<file path="src/hdl/spp_pkg.sv">
// package: constants for the shared pin parallel port
package spp_pkg;
  // ---------------------------------------------------------------
  // port geometry
  // ---------------------------------------------------------------
  localparam int SPP_WIDTH = 16;
  // implemented-bit mask of this variant (unimplemented bits read 0)
  localparam logic [15:0] SPP_IMPL_MASK = 16'hffff;
  // pins having an analog function; their select bits reset to analog
  localparam logic [15:0] SPP_ANALOG_MASK = 16'h00ff;
  // pins whose only sharer is an input-only function
  localparam logic [15:0] SPP_INPUT_ONLY_MASK = 16'h8000;
  // ---------------------------------------------------------------
  // reset values
  // ---------------------------------------------------------------
  localparam logic [15:0] SPP_DIR_RESET = 16'hffff;
  localparam logic [15:0] SPP_LAT_RESET = 16'h0000;
  localparam logic [15:0] SPP_ODC_RESET = 16'h0000;
  localparam logic [15:0] SPP_ACFG_RESET = ~SPP_ANALOG_MASK;
  // ---------------------------------------------------------------
  // pin synchroniser depth
  // ---------------------------------------------------------------
  localparam int SPP_SYNC_STAGES = 3;
endpackage : spp_pkg

</file>
<file path="src/hdl/spp_pin_mux.sv">
// module: per-pin output multiplexer and driver control
`timescale 1ns/1ps
`default_nettype none
module spp_pin_mux
  import spp_pkg::*;
(
  input wire logic per_drive_in,
  input wire logic per_data_in,
  input wire logic per_oe_in,
  input wire logic lat_in,
  input wire logic dir_in,
  input wire logic odc_in,
  input wire logic input_only_in,
  output logic data_out,
  output logic oe_out
);
  logic owner_per;
  logic val;
  logic en;
  always_comb begin
    // input-only sharers never take ownership
    owner_per = per_drive_in && !input_only_in;
    val = owner_per ? per_data_in : lat_in;
    en = owner_per ? per_oe_in : !dir_in;
    if (odc_in) begin
      // open drain: drive low only, release on one
      data_out = 1'b0;
      oe_out = en && !val;
    end else begin
      data_out = val;
      oe_out = en;
    end
  end
endmodule // spp_pin_mux
`default_nettype wire

</file>
<file path="src/hdl/spp_port.sv">
// module: shared pin parallel port top level
`timescale 1ns/1ps
`default_nettype none
// Contract
// per-pin multiplexer picks peripheral or port for data and enable
// actively driving peripheral disables port driver; pin stays readable
// enabled but idle peripheral leaves pin to latch and direction
// port output never reaches the peripheral input of the same pin
// direction bit one means input, zero means output
// every reset makes all pins inputs
// latch reads return latch; latch writes touch only latch
// pin-level read returns sampled pins; its write updates latch
// unimplemented bits disabled and read as zero
// pin shared only with input function is a dedicated port pin
// open-drain select bit makes the pin open-drain
// cleared analog select bit means analog; analog pins reset analog
// analog if cleared in either converter's configuration
// analog pins read low through pin-level read
// software sets direction to input for analog pins
// software waits one cycle between port write and read
// open-drain drives low for zero, releases for one
module spp_port
  import spp_pkg::*;
(
  input wire logic ref_clk_in,
  input wire logic arst_n_in,
  input wire logic dir_wr_in,
  input wire logic [15:0] dir_wdata_in,
  input wire logic lat_wr_in,
  input wire logic [15:0] lat_wdata_in,
  input wire logic lvl_wr_in,
  input wire logic [15:0] lvl_wdata_in,
  input wire logic odc_wr_in,
  input wire logic [15:0] odc_wdata_in,
  input wire logic acfg1_wr_in,
  input wire logic [15:0] acfg1_wdata_in,
  input wire logic acfg2_wr_in,
  input wire logic [15:0] acfg2_wdata_in,
  input wire logic [15:0] pin_in,
  input wire logic [15:0] per_drive_in,
  input wire logic [15:0] per_data_in,
  input wire logic [15:0] per_oe_in,
  output logic [15:0] pin_direction_bits_out,
  output logic [15:0] output_latch_bits_out,
  output logic [15:0] pin_level_bits_out,
  output logic [15:0] open_drain_select_bits_out,
  output logic [15:0] analog_config_low_out,
  output logic [15:0] analog_config_high_out,
  output logic [15:0] pin_out,
  output logic [15:0] pin_oe_out,
  output logic [15:0] per_in_out
);
  typedef struct packed {
    logic [15:0] dir;
    logic [15:0] lat;
    logic [15:0] odc;
    logic [15:0] acfg1;
    logic [15:0] acfg2;
    logic [15:0] s1;
    logic [15:0] s2;
    logic [15:0] s3;
    logic [15:0] lvl;
    logic [15:0] pdat;
    logic [15:0] poe;
    logic [15:0] pin_q;
  } spp_state_t;

  spp_state_t st;
  spp_state_t next_st;
  logic [15:0] mux_dat;
  logic [15:0] mux_oe;
  logic [15:0] stable;
  logic [15:0] analog;

  // ---------------------------------------------------------------
  // output multiplexers
  // ---------------------------------------------------------------
  genvar gi;
  generate
    for (gi = 0; gi < SPP_WIDTH; gi++) begin : g_pin
      spp_pin_mux u_mux (
        .per_drive_in(per_drive_in[gi]),
        .per_data_in(per_data_in[gi]),
        .per_oe_in(per_oe_in[gi]),
        .lat_in(st.lat[gi]),
        .dir_in(st.dir[gi]),
        .odc_in(st.odc[gi]),
        .input_only_in(SPP_INPUT_ONLY_MASK[gi]),
        .data_out(mux_dat[gi]),
        .oe_out(mux_oe[gi])
      );
    end
  endgenerate

  // ---------------------------------------------------------------
  // next state
  // ---------------------------------------------------------------
  always_comb begin
    next_st = st;
    stable = ~(st.s2 ^ st.s3);
    analog = SPP_ANALOG_MASK & ~(st.acfg1 & st.acfg2);
    if (dir_wr_in) begin
      next_st.dir = dir_wdata_in & SPP_IMPL_MASK;
    end
    if (lvl_wr_in) begin
      next_st.lat = lvl_wdata_in & SPP_IMPL_MASK;
    end else if (lat_wr_in) begin
      next_st.lat = lat_wdata_in & SPP_IMPL_MASK;
    end
    if (odc_wr_in) begin
      next_st.odc = odc_wdata_in & SPP_IMPL_MASK;
    end
    if (acfg1_wr_in) begin
      next_st.acfg1 = acfg1_wdata_in | ~SPP_ANALOG_MASK;
    end
    if (acfg2_wr_in) begin
      next_st.acfg2 = acfg2_wdata_in | ~SPP_ANALOG_MASK;
    end
    next_st.s1 = pin_in;
    next_st.s2 = st.s1;
    next_st.s3 = st.s2;
    // a change counts once stages two and three agree
    next_st.lvl = (st.lvl & ~stable) | (st.s3 & stable);
    next_st.pin_q = next_st.lvl & ~analog & SPP_IMPL_MASK;
    // suppress loop-through: peripheral sees pin only when port is not
    // the driver of that pin
    next_st.pdat = mux_dat & SPP_IMPL_MASK;
    next_st.poe = mux_oe & SPP_IMPL_MASK;
  end

  always_ff @(posedge ref_clk_in or negedge arst_n_in) begin
    if (!arst_n_in) begin
      st <= '{dir: SPP_DIR_RESET,
              lat: SPP_LAT_RESET,
              odc: SPP_ODC_RESET,
              acfg1: SPP_ACFG_RESET,
              acfg2: SPP_ACFG_RESET,
              s1: 16'h0000,
              s2: 16'h0000,
              s3: 16'h0000,
              lvl: 16'h0000,
              pdat: 16'h0000,
              poe: 16'h0000,
              pin_q: 16'h0000};
    end else begin
      st <= next_st;
    end
  end

  // port-owned output bits are masked from the peripheral input path
  logic [15:0] port_drv;
  always_comb begin
    // input-only sharers never own the pad, so the port drives it there
    port_drv = st.poe & ~(per_drive_in & ~SPP_INPUT_ONLY_MASK);
  end
  logic [15:0] per_in_q;
  always_ff @(posedge ref_clk_in or negedge arst_n_in) begin
    if (!arst_n_in) begin
      per_in_q <= 16'h0000;
    end else begin
      per_in_q <= st.lvl & ~port_drv & SPP_IMPL_MASK;
    end
  end

  assign pin_direction_bits_out = st.dir;
  assign output_latch_bits_out = st.lat;
  assign pin_level_bits_out = st.pin_q;
  assign open_drain_select_bits_out = st.odc;
  assign analog_config_low_out = st.acfg1;
  assign analog_config_high_out = st.acfg2;
  assign pin_out = st.pdat;
  assign pin_oe_out = st.poe;
  assign per_in_out = per_in_q;

  // ---------------------------------------------------------------
  // checks
  // ---------------------------------------------------------------
  property p_dir_write;
    @(posedge ref_clk_in) disable iff (!arst_n_in)
      dir_wr_in |=> pin_direction_bits_out == $past(dir_wdata_in);
  endproperty
  a_dir_write: assert property (p_dir_write)
    else $error("direction write lost");

  property p_lvl_write;
    @(posedge ref_clk_in) disable iff (!arst_n_in)
      lvl_wr_in |=> output_latch_bits_out == $past(lvl_wdata_in);
  endproperty
  a_lvl_write: assert property (p_lvl_write)
    else $error("pin-level write did not reach latch");

  property p_lat_hold;
    @(posedge ref_clk_in) disable iff (!arst_n_in)
      !lat_wr_in && !lvl_wr_in |=> $stable(output_latch_bits_out);
  endproperty
  a_lat_hold: assert property (p_lat_hold)
    else $error("latch changed without write");

  property p_analog_low;
    @(posedge ref_clk_in) disable iff (!arst_n_in)
      1'b1 |-> (pin_level_bits_out & SPP_ANALOG_MASK &
        ~(analog_config_low_out & analog_config_high_out)) == 16'h0000
        || $changed(analog_config_low_out)
        || $changed(analog_config_high_out);
  endproperty
  a_analog_low: assert property (p_analog_low)
    else $error("analog pin read high");

  property p_port_drive;
    @(posedge ref_clk_in) disable iff (!arst_n_in)
      per_drive_in == 16'h0000 && open_drain_select_bits_out == 16'h0000
        && !dir_wr_in && !odc_wr_in
        |=> pin_oe_out == ~$past(pin_direction_bits_out);
  endproperty
  a_port_drive: assert property (p_port_drive)
    else $error("port enable not from direction");

  property p_per_drive;
    @(posedge ref_clk_in) disable iff (!arst_n_in)
      open_drain_select_bits_out == 16'h0000
        |=> (pin_oe_out & $past(per_drive_in & ~SPP_INPUT_ONLY_MASK)) ==
          $past(per_oe_in & per_drive_in & ~SPP_INPUT_ONLY_MASK);
  endproperty
  a_per_drive: assert property (p_per_drive)
    else $error("peripheral enable not passed");

  property p_od_high;
    @(posedge ref_clk_in) disable iff (!arst_n_in)
      1'b1 |=> (pin_out & $past(open_drain_select_bits_out)) == 16'h0000;
  endproperty
  a_od_high: assert property (p_od_high)
    else $error("open-drain pin driven high");

  property p_no_loop;
    @(posedge ref_clk_in) disable iff (!arst_n_in)
      1'b1 |=> (per_in_out & $past(pin_oe_out &
        ~(per_drive_in & ~SPP_INPUT_ONLY_MASK))) == 16'h0000;
  endproperty
  a_no_loop: assert property (p_no_loop)
    else $error("port output looped into peripheral");
endmodule // spp_port
`default_nettype wire

</file>
<file path="config.mk">
export PLATFORM = sky130hd
export DESIGN_NAME = spp_port
export DESIGN_NICKNAME = d
export VERILOG_FILES = /design/src/hdl/spp_pkg.sv /design/src/hdl/spp_pin_mux.sv /design/src/hdl/spp_port.sv
export SDC_FILE = /design/constraint.sdc
export NUM_CORES = 1
export LEC_CHECK = 0
export BUFFER_PORTS_ARGS = -buffer_cell sky130_fd_sc_hd__buf_2
export CAP_MARGIN = 20
export CELL_PAD_IN_SITES_DETAIL_PLACEMENT = 1
export CELL_PAD_IN_SITES_GLOBAL_PLACEMENT = 1
export CORE_AREA = 5 5 180 182
export DETAILED_ROUTE_END_ITERATION = 6
export DIE_AREA = 0 0 185 187
export PLACE_DENSITY_LB_ADDON = 0.1
export SYNTH_ARGS = -nofsm -noshare
export SYNTH_HDL_FRONTEND = slang
export SYNTH_SLANG_ARGS = --single-unit
</file>
<file path="constraint.sdc">
create_clock -name ref_clk_in -period 1.1 [get_ports ref_clk_in]
set_input_delay 0.11 -clock ref_clk_in [delete_from_list [all_inputs] [get_ports ref_clk_in]]
set_output_delay 0.11 -clock ref_clk_in [all_outputs]
set_load 0.03 [all_outputs]
</file>
---- Yosys cells after proc, flatten, opt, wreduce, memory -nomap -nowiden ----
Index checks and enable logic that the tools add are counted.
operators by class
  mux-type cells .......................... 64
  bitwise logic cells ..................... 14
  reduce and logical (&&, ||, !) cells .... 49
operators by type and width
  cell                           number
  16-bit bitwise AND             5
  1-bit two-way mux              62
  16-bit NOT                     3
  1-bit logical NOT              32
  16-bit two-way mux             2
  1-bit logical AND              16
  15-bit NOT with 16-bit output  1
  8-bit NOT with 16-bit output   1
  16-bit bitwise OR              1
  16-bit bitwise XOR             1
  8-bit bitwise AND              1
  8-bit NOT                      1
  2-bit nonzero test             1
storage, ports and cells
  flip-flop bits (word level) ............. 192
  input port bits ......................... 168
  output and inout port bits .............. 144
  logic and storage cells ................. 140

---- Depth between registers and ports, before layout ----
Gate-level depths: netlist of the first run.
  word-level depth ........................ 6
  gate-level depth with buffers ........... 4
  depth with buffers taken out ............ 2

---- Cells and area by module ----
Synthesis of the first run repeated with hierarchy kept, for this count alone.
unflattened totals
  cell total of the unflattened synthesis .. 572
  area total of the unflattened synthesis .. 7,762.4 µm²
by module, submodules not included
  module       instances  cells each  area each (µm²)  seq. area each (µm²)
  spp_port     1          476         7,021.7          4,624.4
  spp_pin_mux  16         6           46.3             0.0

---- Worst setup path before layout of the first run ----
OpenSTA, ideal clock, no wires.
  kind .................................... reg-to-reg
  from .................................... reg st[54] (netlist name)
  to ...................................... reg st (netlist bit pin_level_bits_out[6])
  setup time .............................. 120 ps
  arrival time ............................ 824 ps
  required time ........................... 980 ps
  slack ................................... 156 ps
  stages on the path, launching flop included .. 3
  buffers on the path ..................... 0
  period minus slack after synthesis ...... 944 ps
  cells stage by stage .................... dfrtp_1 maj3_2 and3_1
RTL lines
  element                 RTL line         RTL
  from (decl)             spp_port.sv:68   spp_state_t st;
  from (signal assigned)  spp_port.sv:133  st <= '{dir: SPP_DIR_RESET,
  from (signal assigned)  spp_port.sv:146  st <= next_st;

---- Worst setup path in the final report of the first run ----
  from .................................... reg st (netlist bit pin_direction_bits_out[1])
  to ...................................... out pin_direction_bits_out[1]
RTL lines
  element    RTL line        RTL
  to (decl)  spp_port.sv:43  output logic [15:0] pin_direction_bits_out,
No word-level cell between the ends.

==> results_dict.tcl, run 1 <==
set metrics [dict create \
    worstHoldStart "lat_wdata_in[2]" \
    period_needed_ns 1.22 \
    drive_gt1_share_pct 50.6 \
    worst_setup_path_start_kind "flip-flop" \
    rsz0062_at_grt "yes" \
    reg2reg_slack_ns 0 \
    p_int_mw 12.6 \
    synth_seq_cells 184 \
    p_per_area_nw_per_um2 1520 \
    hp-class "primary input to flip-flop" \
    clk_latency_ns 0.42 \
    outcome "finished with violations" \
    grt_pass1_wl_um 36200 \
    overflow 0 \
    final_util_pct 39.3 \
    start_util_pct 24.8 \
    swShare_pct 30.4 \
    fin_crit_sh_pct 111 \
    cts_made_buffers 17 \
    grt_pass1_vias 6375 \
    switchingPower_mw 5.50 \
    filler_cell_count 3244 \
    yosysSeqAreaShare_pct 61.4 \
    cts_root_buf "clkbuf_16" \
    htree_levels 4 \
    whs_ns 0.0180 \
    dpl_worst_slack_ns 0.0777 \
    p_comb_share_pct 24.5 \
    grt_use_total_pct 13.3 \
    hold_viol 0 \
    portBuffers 276 \
    placed_area_sq_um 8650 \
    cpPeakStageDelay_ns 0.56 \
    r2r-end "pin_oe_out[10]" \
    critical_path_depth 1 \
    stdcell_area_sq_um 12000 \
    crit_type "flip-flop to primary output" \
    synthCells 552 \
    dr.first_iter.drc_count 134 \
    routed_wl_um 23800 \
    first_pass_iters 4 \
    ios 312 \
    timing.final.max_slew_violations 0 \
    antenna_found_initial 2 \
    clock_skew_ns 0.0116 \
    holdPathEnd "output_latch_bits_out[2]" \
    ys.warnings.count 0 \
    die_height_um 187 \
    fp-row-count 64 \
    r2r-start "pin_direction_bits_out[10]" \
    ir_drop_v 0.000893 \
    cts.clk_slew.worst_paths_ns 0.07 \
    vias 5450 \
    finalPower_mw 18.1 \
    reg2reg_depth 4 \
    dp_hpwl_um 15800 \
    avgViaCountPerCell 3.98 \
    tritoncts "done" \
    violations "negative setup slack" \
    fmax_ghz 0.818 \
    finalSetupViolCount 23 \
    power_leakage_nw 5.78 \
    cp-end-kind "primary output" \
    avgSynthCellArea_sq_um 13.7 \
    clock_path_buffers 2 \
    synth_area_sq_um 7540 \
    placedCellCount 1119 \
    required_ns 0.99 \
    power.clock.fraction_pct 32.4 \
    grt_max_degree 43 \
    crit_buf_inv 1 \
    cap_violations 0 \
    fp.coreArea_sq_um 30400 \
    nets 1126 \
    whs_path_depth 3 \
    fin_cells 1368 \
    wl_per_cell_um 17.4 \
    place_congestion 0.787 \
    p_seq_share_pct 43.1 \
    layout_setup_ws_ns -0.122 \
    drc 0 \
    synth_cell_type_count 24 \
    ant_nets 0 \
    path_cells "buf_6" \
    area_growth_pct 58.6 \
    critPathTopFamily "flip-flops" \
    die-width_um 185 \
    setup_tns_ns -1.79 \
    crit_fanout 3 \
    crit_path_top_delay_cell "dfstp_2" \
    clock-sinks 184 \
    die-area_sq_um 34600 \
    arrival_ns 1.11 \
]
flip-flops by register name (all words and copies together) (netlist names), named ones only:
name	cells
analog_config_high_out	8
analog_config_low_out	8
next_st	32
open_drain_select_bits_out	16
output_latch_bits_out	16
per_in_out	16
pin_direction_bits_out	16
pin_level_bits_out	8
pin_oe_out	16
pin_out	16
st	24
cells in the final DEF, fill, tap and decap left out, types with 16 or more instances in the layout:
cell type and count:
mux2_4 20, buf_2 150, mux2_2 28, buf_6 122, conb_1 16, buf_4 88, dfstp_2 16, nand2_1 31
mux2i_1 31, clkbuf_16 17, dfrtp_1 164, dlygate4sd3_1 141
cell type report:
class                           count  area [sq um]  share of cell area (%)
Antenna cell                        1          2.50                  0.0209
Clock buffer                       19           433                    3.62
Clock inverter                     13           111                   0.932
Inverter                           15          56.3                   0.471
Multi-Input combinational cell    229          1830                    15.3
Sequential cell                   184          4630                    38.7
Tap cell                          396           495                    4.15
Timing Repair Buffer              511          4390                    36.7
routing by layer:
| metal | vias up | part of all wire [%] | routed length, um | global-route usage [%] |
|---|---|---|---|---|
| met5 | - | 0.055 | 13 | 0 |
| met2 | 190 | 49 | 11600 | 22.7 |
| met4 | 2 | 1.3 | 308 | 3.39 |
| li1 | 2530 | - | - | - |
| met1 | 2707 | 43 | 10200 | 16.7 |
| met3 | 21 | 7.0 | 1670 | 3.73 |
synth_stat cells (all sizes together):
master	instances	area (sq um)
dfrtp	168	4200
buf	138	1070
mux2	48	616
mux2i	31	310
nand2	31	116
dfstp	16	420
maj3	16	170
o21ai	16	80.1
a211oi	15	113
a21boi	15	113
a31o	15	131
inv	15	56.3
nor2	15	56.3
and3	8	50.1
nor2b	2	12.5
a21oi	1	5.00
clkbuf	1	3.75
conb	1	3.75
worst max-delay path by stage:
stage	from	end
floorplan	st[54]	pin_level_bits_out[6]
global placement	st[54]	pin_level_bits_out[6]
detailed placement	st[54]	pin_level_bits_out[6]
CTS	pin_direction_bits_out[11]	pin_direction_bits_out[11]
global route	pin_direction_bits_out[3]	pin_direction_bits_out[3]
finish	pin_direction_bits_out[1]	pin_direction_bits_out[1]
what timing repair did:
item                                    in CTS  in global routing
gates resized for setup                    221                 42
endpoints found under the setup margin     113                115
hold endpoints to repair                   288                  0
hold buffers                               141                  0
buffers inserted                            63                 12
power by group through the flow:
stage | Sequential (mW) | Clock (mW) | Combinational [mW]
after floorplan | 7.95 | 0 | 2.26
after global placement | 7.93 | 0 | 2.95
after detailed placement | 7.95 | 0 | 2.97
after CTS | 7.82 | 6.18 | 4.33
after global routing | 7.90 | 6.44 | 4.71
final | 7.82 | 5.88 | 4.44
cell families (layout without fill, tap and decap cells):
family          after synthesis  count (layout)  share of synthesized area (%)
flops                       184             184                           61.4
buf+inv                     154             558                           15.1
other cells                   1              17                         0.0498
compound gates               62              62                           5.86
simple gates                 56              56                           3.12
mux                          79              79                           12.3
fa+ha+maj                    16              16                           2.26
Note: power is estimated with default switching activity, not from simulation.
==> inputs of run 2 (changes only) <==
==> constraint.sdc (replaced) <==
create_clock -name ref_clk_in -period 1.07 [get_ports ref_clk_in]
set_input_delay 0.107 -clock ref_clk_in [delete_from_list [all_inputs] [get_ports ref_clk_in]]
set_output_delay 0.107 -clock ref_clk_in [all_outputs]
set_load 0.03 [all_outputs]
==> run 2 against run 1 <==
Effect of this change: the run still ends with negative setup slack left; critical path depth is the same; clock skew up 0.0012 ns; wire length fell by 0.77%; largest power group unchanged; count of clock-buffer cells in the layout is the same; critical path type unchanged; largest cell class unchanged; utilization rose by 0.23 points; total power up 4.2%; setup slack got worse by 0.030 ns; register-to-register slack lost 0.05 ns; highest routed layer is now met4.
==> results_dict.tcl, run 2 (synthesis results as in run 1) <==
set metrics [dict create \
    outcome "finished with violations" \
    violations "negative setup slack" \
    largest_register_ffs 32 \
    layout_setup_ws_ns -0.153 \
    ant_nets 0 \
    stdcell_area_sq_um 12000 \
    tritoncts "done" \
    fin_crit_sh_pct 114 \
    start_util_pct 24.8 \
    routed_wl_um 23600 \
    nets 1127 \
    die-area_sq_um 34600 \
    placed_area_sq_um 8600 \
    final_common_cell "dfrtp_1" \
    ios 312 \
    reg2reg_slack_ns -0.05 \
    grt_pass1_vias 6419 \
    fmax_ghz 0.818 \
    drc 0 \
    p_per_area_nw_per_um2 1570 \
    clk_latency_ns 0.42 \
    fp-row-count 64 \
    grt_use_total_pct 13.5 \
    crit_type "flip-flop to primary output" \
    clock_skew_ns 0.0128 \
    clock-sinks 184 \
    hp-class "primary input to flip-flop" \
    place_congestion 0.776 \
    area_growth_pct 59.5 \
    dp_hpwl_um 15900 \
    ir_drop_v 0.000905 \
    die-width_um 185 \
    cts_made_buffers 17 \
    cts.clk_slew.worst_paths_ns 0.08 \
    filler_cell_count 3223 \
    period_needed_ns 1.22 \
    crit_path_top_delay_cell "dfstp_2" \
    clock_path_buffers 2 \
    vias 5444 \
    die_height_um 187 \
    portBuffers 276 \
    overflow 0 \
    worst_setup_path_start_kind "flip-flop" \
    rsz0062_at_grt "yes" \
    timing.final.max_slew_violations 0 \
    whs_ns 0.113 \
    cpPeakStageDelay_ns 0.56 \
    avgViaCountPerCell 3.98 \
    wl_per_cell_um 17.2 \
    fp.coreArea_sq_um 30400 \
    dr.first_iter.drc_count 119 \
    cap_violations 0 \
    power_leakage_nw 5.82 \
    path_cells "buf_6" \
    final_cell_mix "dfrtp_1 (165), buf_2 (147), dlygate4sd3_1 (142), buf_6 (129), buf_4 (86)" \
    cp-end-kind "primary output" \
    finalSetupViolCount 78 \
    first_pass_iters 4 \
    antenna_found_initial 1 \
    grt_max_degree 44 \
    crit_buf_inv 1 \
    grt_pass1_wl_um 36500 \
    cts_root_buf "clkbuf_16" \
    drive_gt1_share_pct 50.9 \
    htree_levels 4 \
    arrival_ns 1.12 \
    hold_viol 0 \
    crit_fanout 2 \
    required_ns 0.96 \
    critPathTopFamily "flip-flops" \
]
-- run 2: cell count changes in the layout (fill, tap and decap cells not counted), moves of 3 or more --
cell | before | now
buf_6 | 122 | 129
buf_2 | 150 | 147
inv_6 | 4 | 7
a211oi_1 | 15 | 12
clkinvlp_4 | 5 | 0
-- run 2: report_power, final --
part           total, mW  internal, mW  switching, mW
clock network       6.23          3.23           3.01
logic               4.62          2.35           2.27
registers           8.04          7.61          0.423
-- run 2: repair_timing --
action                     in CTS  in global routing
gates resized for setup       260                  4
hold endpoints to repair      294                  0
buffers inserted               68                 12
pin swaps                       0                  0
hold buffers                  142                  0
setup endpoints to repair     128                133
-- run 2: layout make-up --
type	count	area [sq um]	share of cell area, %
Clock buffer	19	453	3.77
Antenna cell	1	2.50	0.0208
Clock inverter	13	120	0.999
Multi-Input combinational cell	229	1860	15.4
Timing Repair Buffer	512	4410	36.7
Inverter	15	56.3	0.468
Sequential cell	184	4630	38.5
Tap cell	396	495	4.12
-- run 2: per-layer routing --
| metal | track usage [%] | vias to the layer above | wire, um |
|---|---|---|---|
| li1 | - | 2527 | - |
| met4 | 3.92 | 0 | 446 |
| met3 | 4.38 | 27 | 1820 |
| met2 | 23.0 | 198 | 11600 |
| met5 | 0 | - | 0 |
| met1 | 16.2 | 2692 | 9680 |
-- run 2: final timing paths --
path,startpoint,end,cells after the start
worst min-delay path,lvl_wr_in,output_latch_bits_out[14],3
worst max-delay path,pin_direction_bits_out[11],pin_direction_bits_out[11],1
min in group asynchronous,arst_n_in,async pin,2
max in group asynchronous,arst_n_in,pin_direction_bits_out[12],3
worst min register to register,next_st[95],next_st[79],0
worst max register to register,pin_direction_bits_out[1],pin_oe_out[1],4
-- run 2: tightest hold or removal path, stage by stage --
cell and delay [ns]:
buf_2 0.10, buf_12 0.18, o21ai_1 0.09
-- run 2: stage by stage --
stage / TNS (ns) / util [%] / power [mW] / worst slack (ns) / instances
finish: -3.12 / 39.5 / 18.9 / -0.153 / 1369
global route: -9.05 / 39.5 / 19.9 / -0.205 / 1369
CTS: -6.77 / 39.2 / 19.2 / -0.189 / 1357
detailed placement: 0 / 28.3 / 11.2 / 0.0444 / 1115
global placement: 0 / 28.3 / 11.2 / 0.0714 / 1115
floorplan: 0 / - / 10.5 / 0.126 / 567
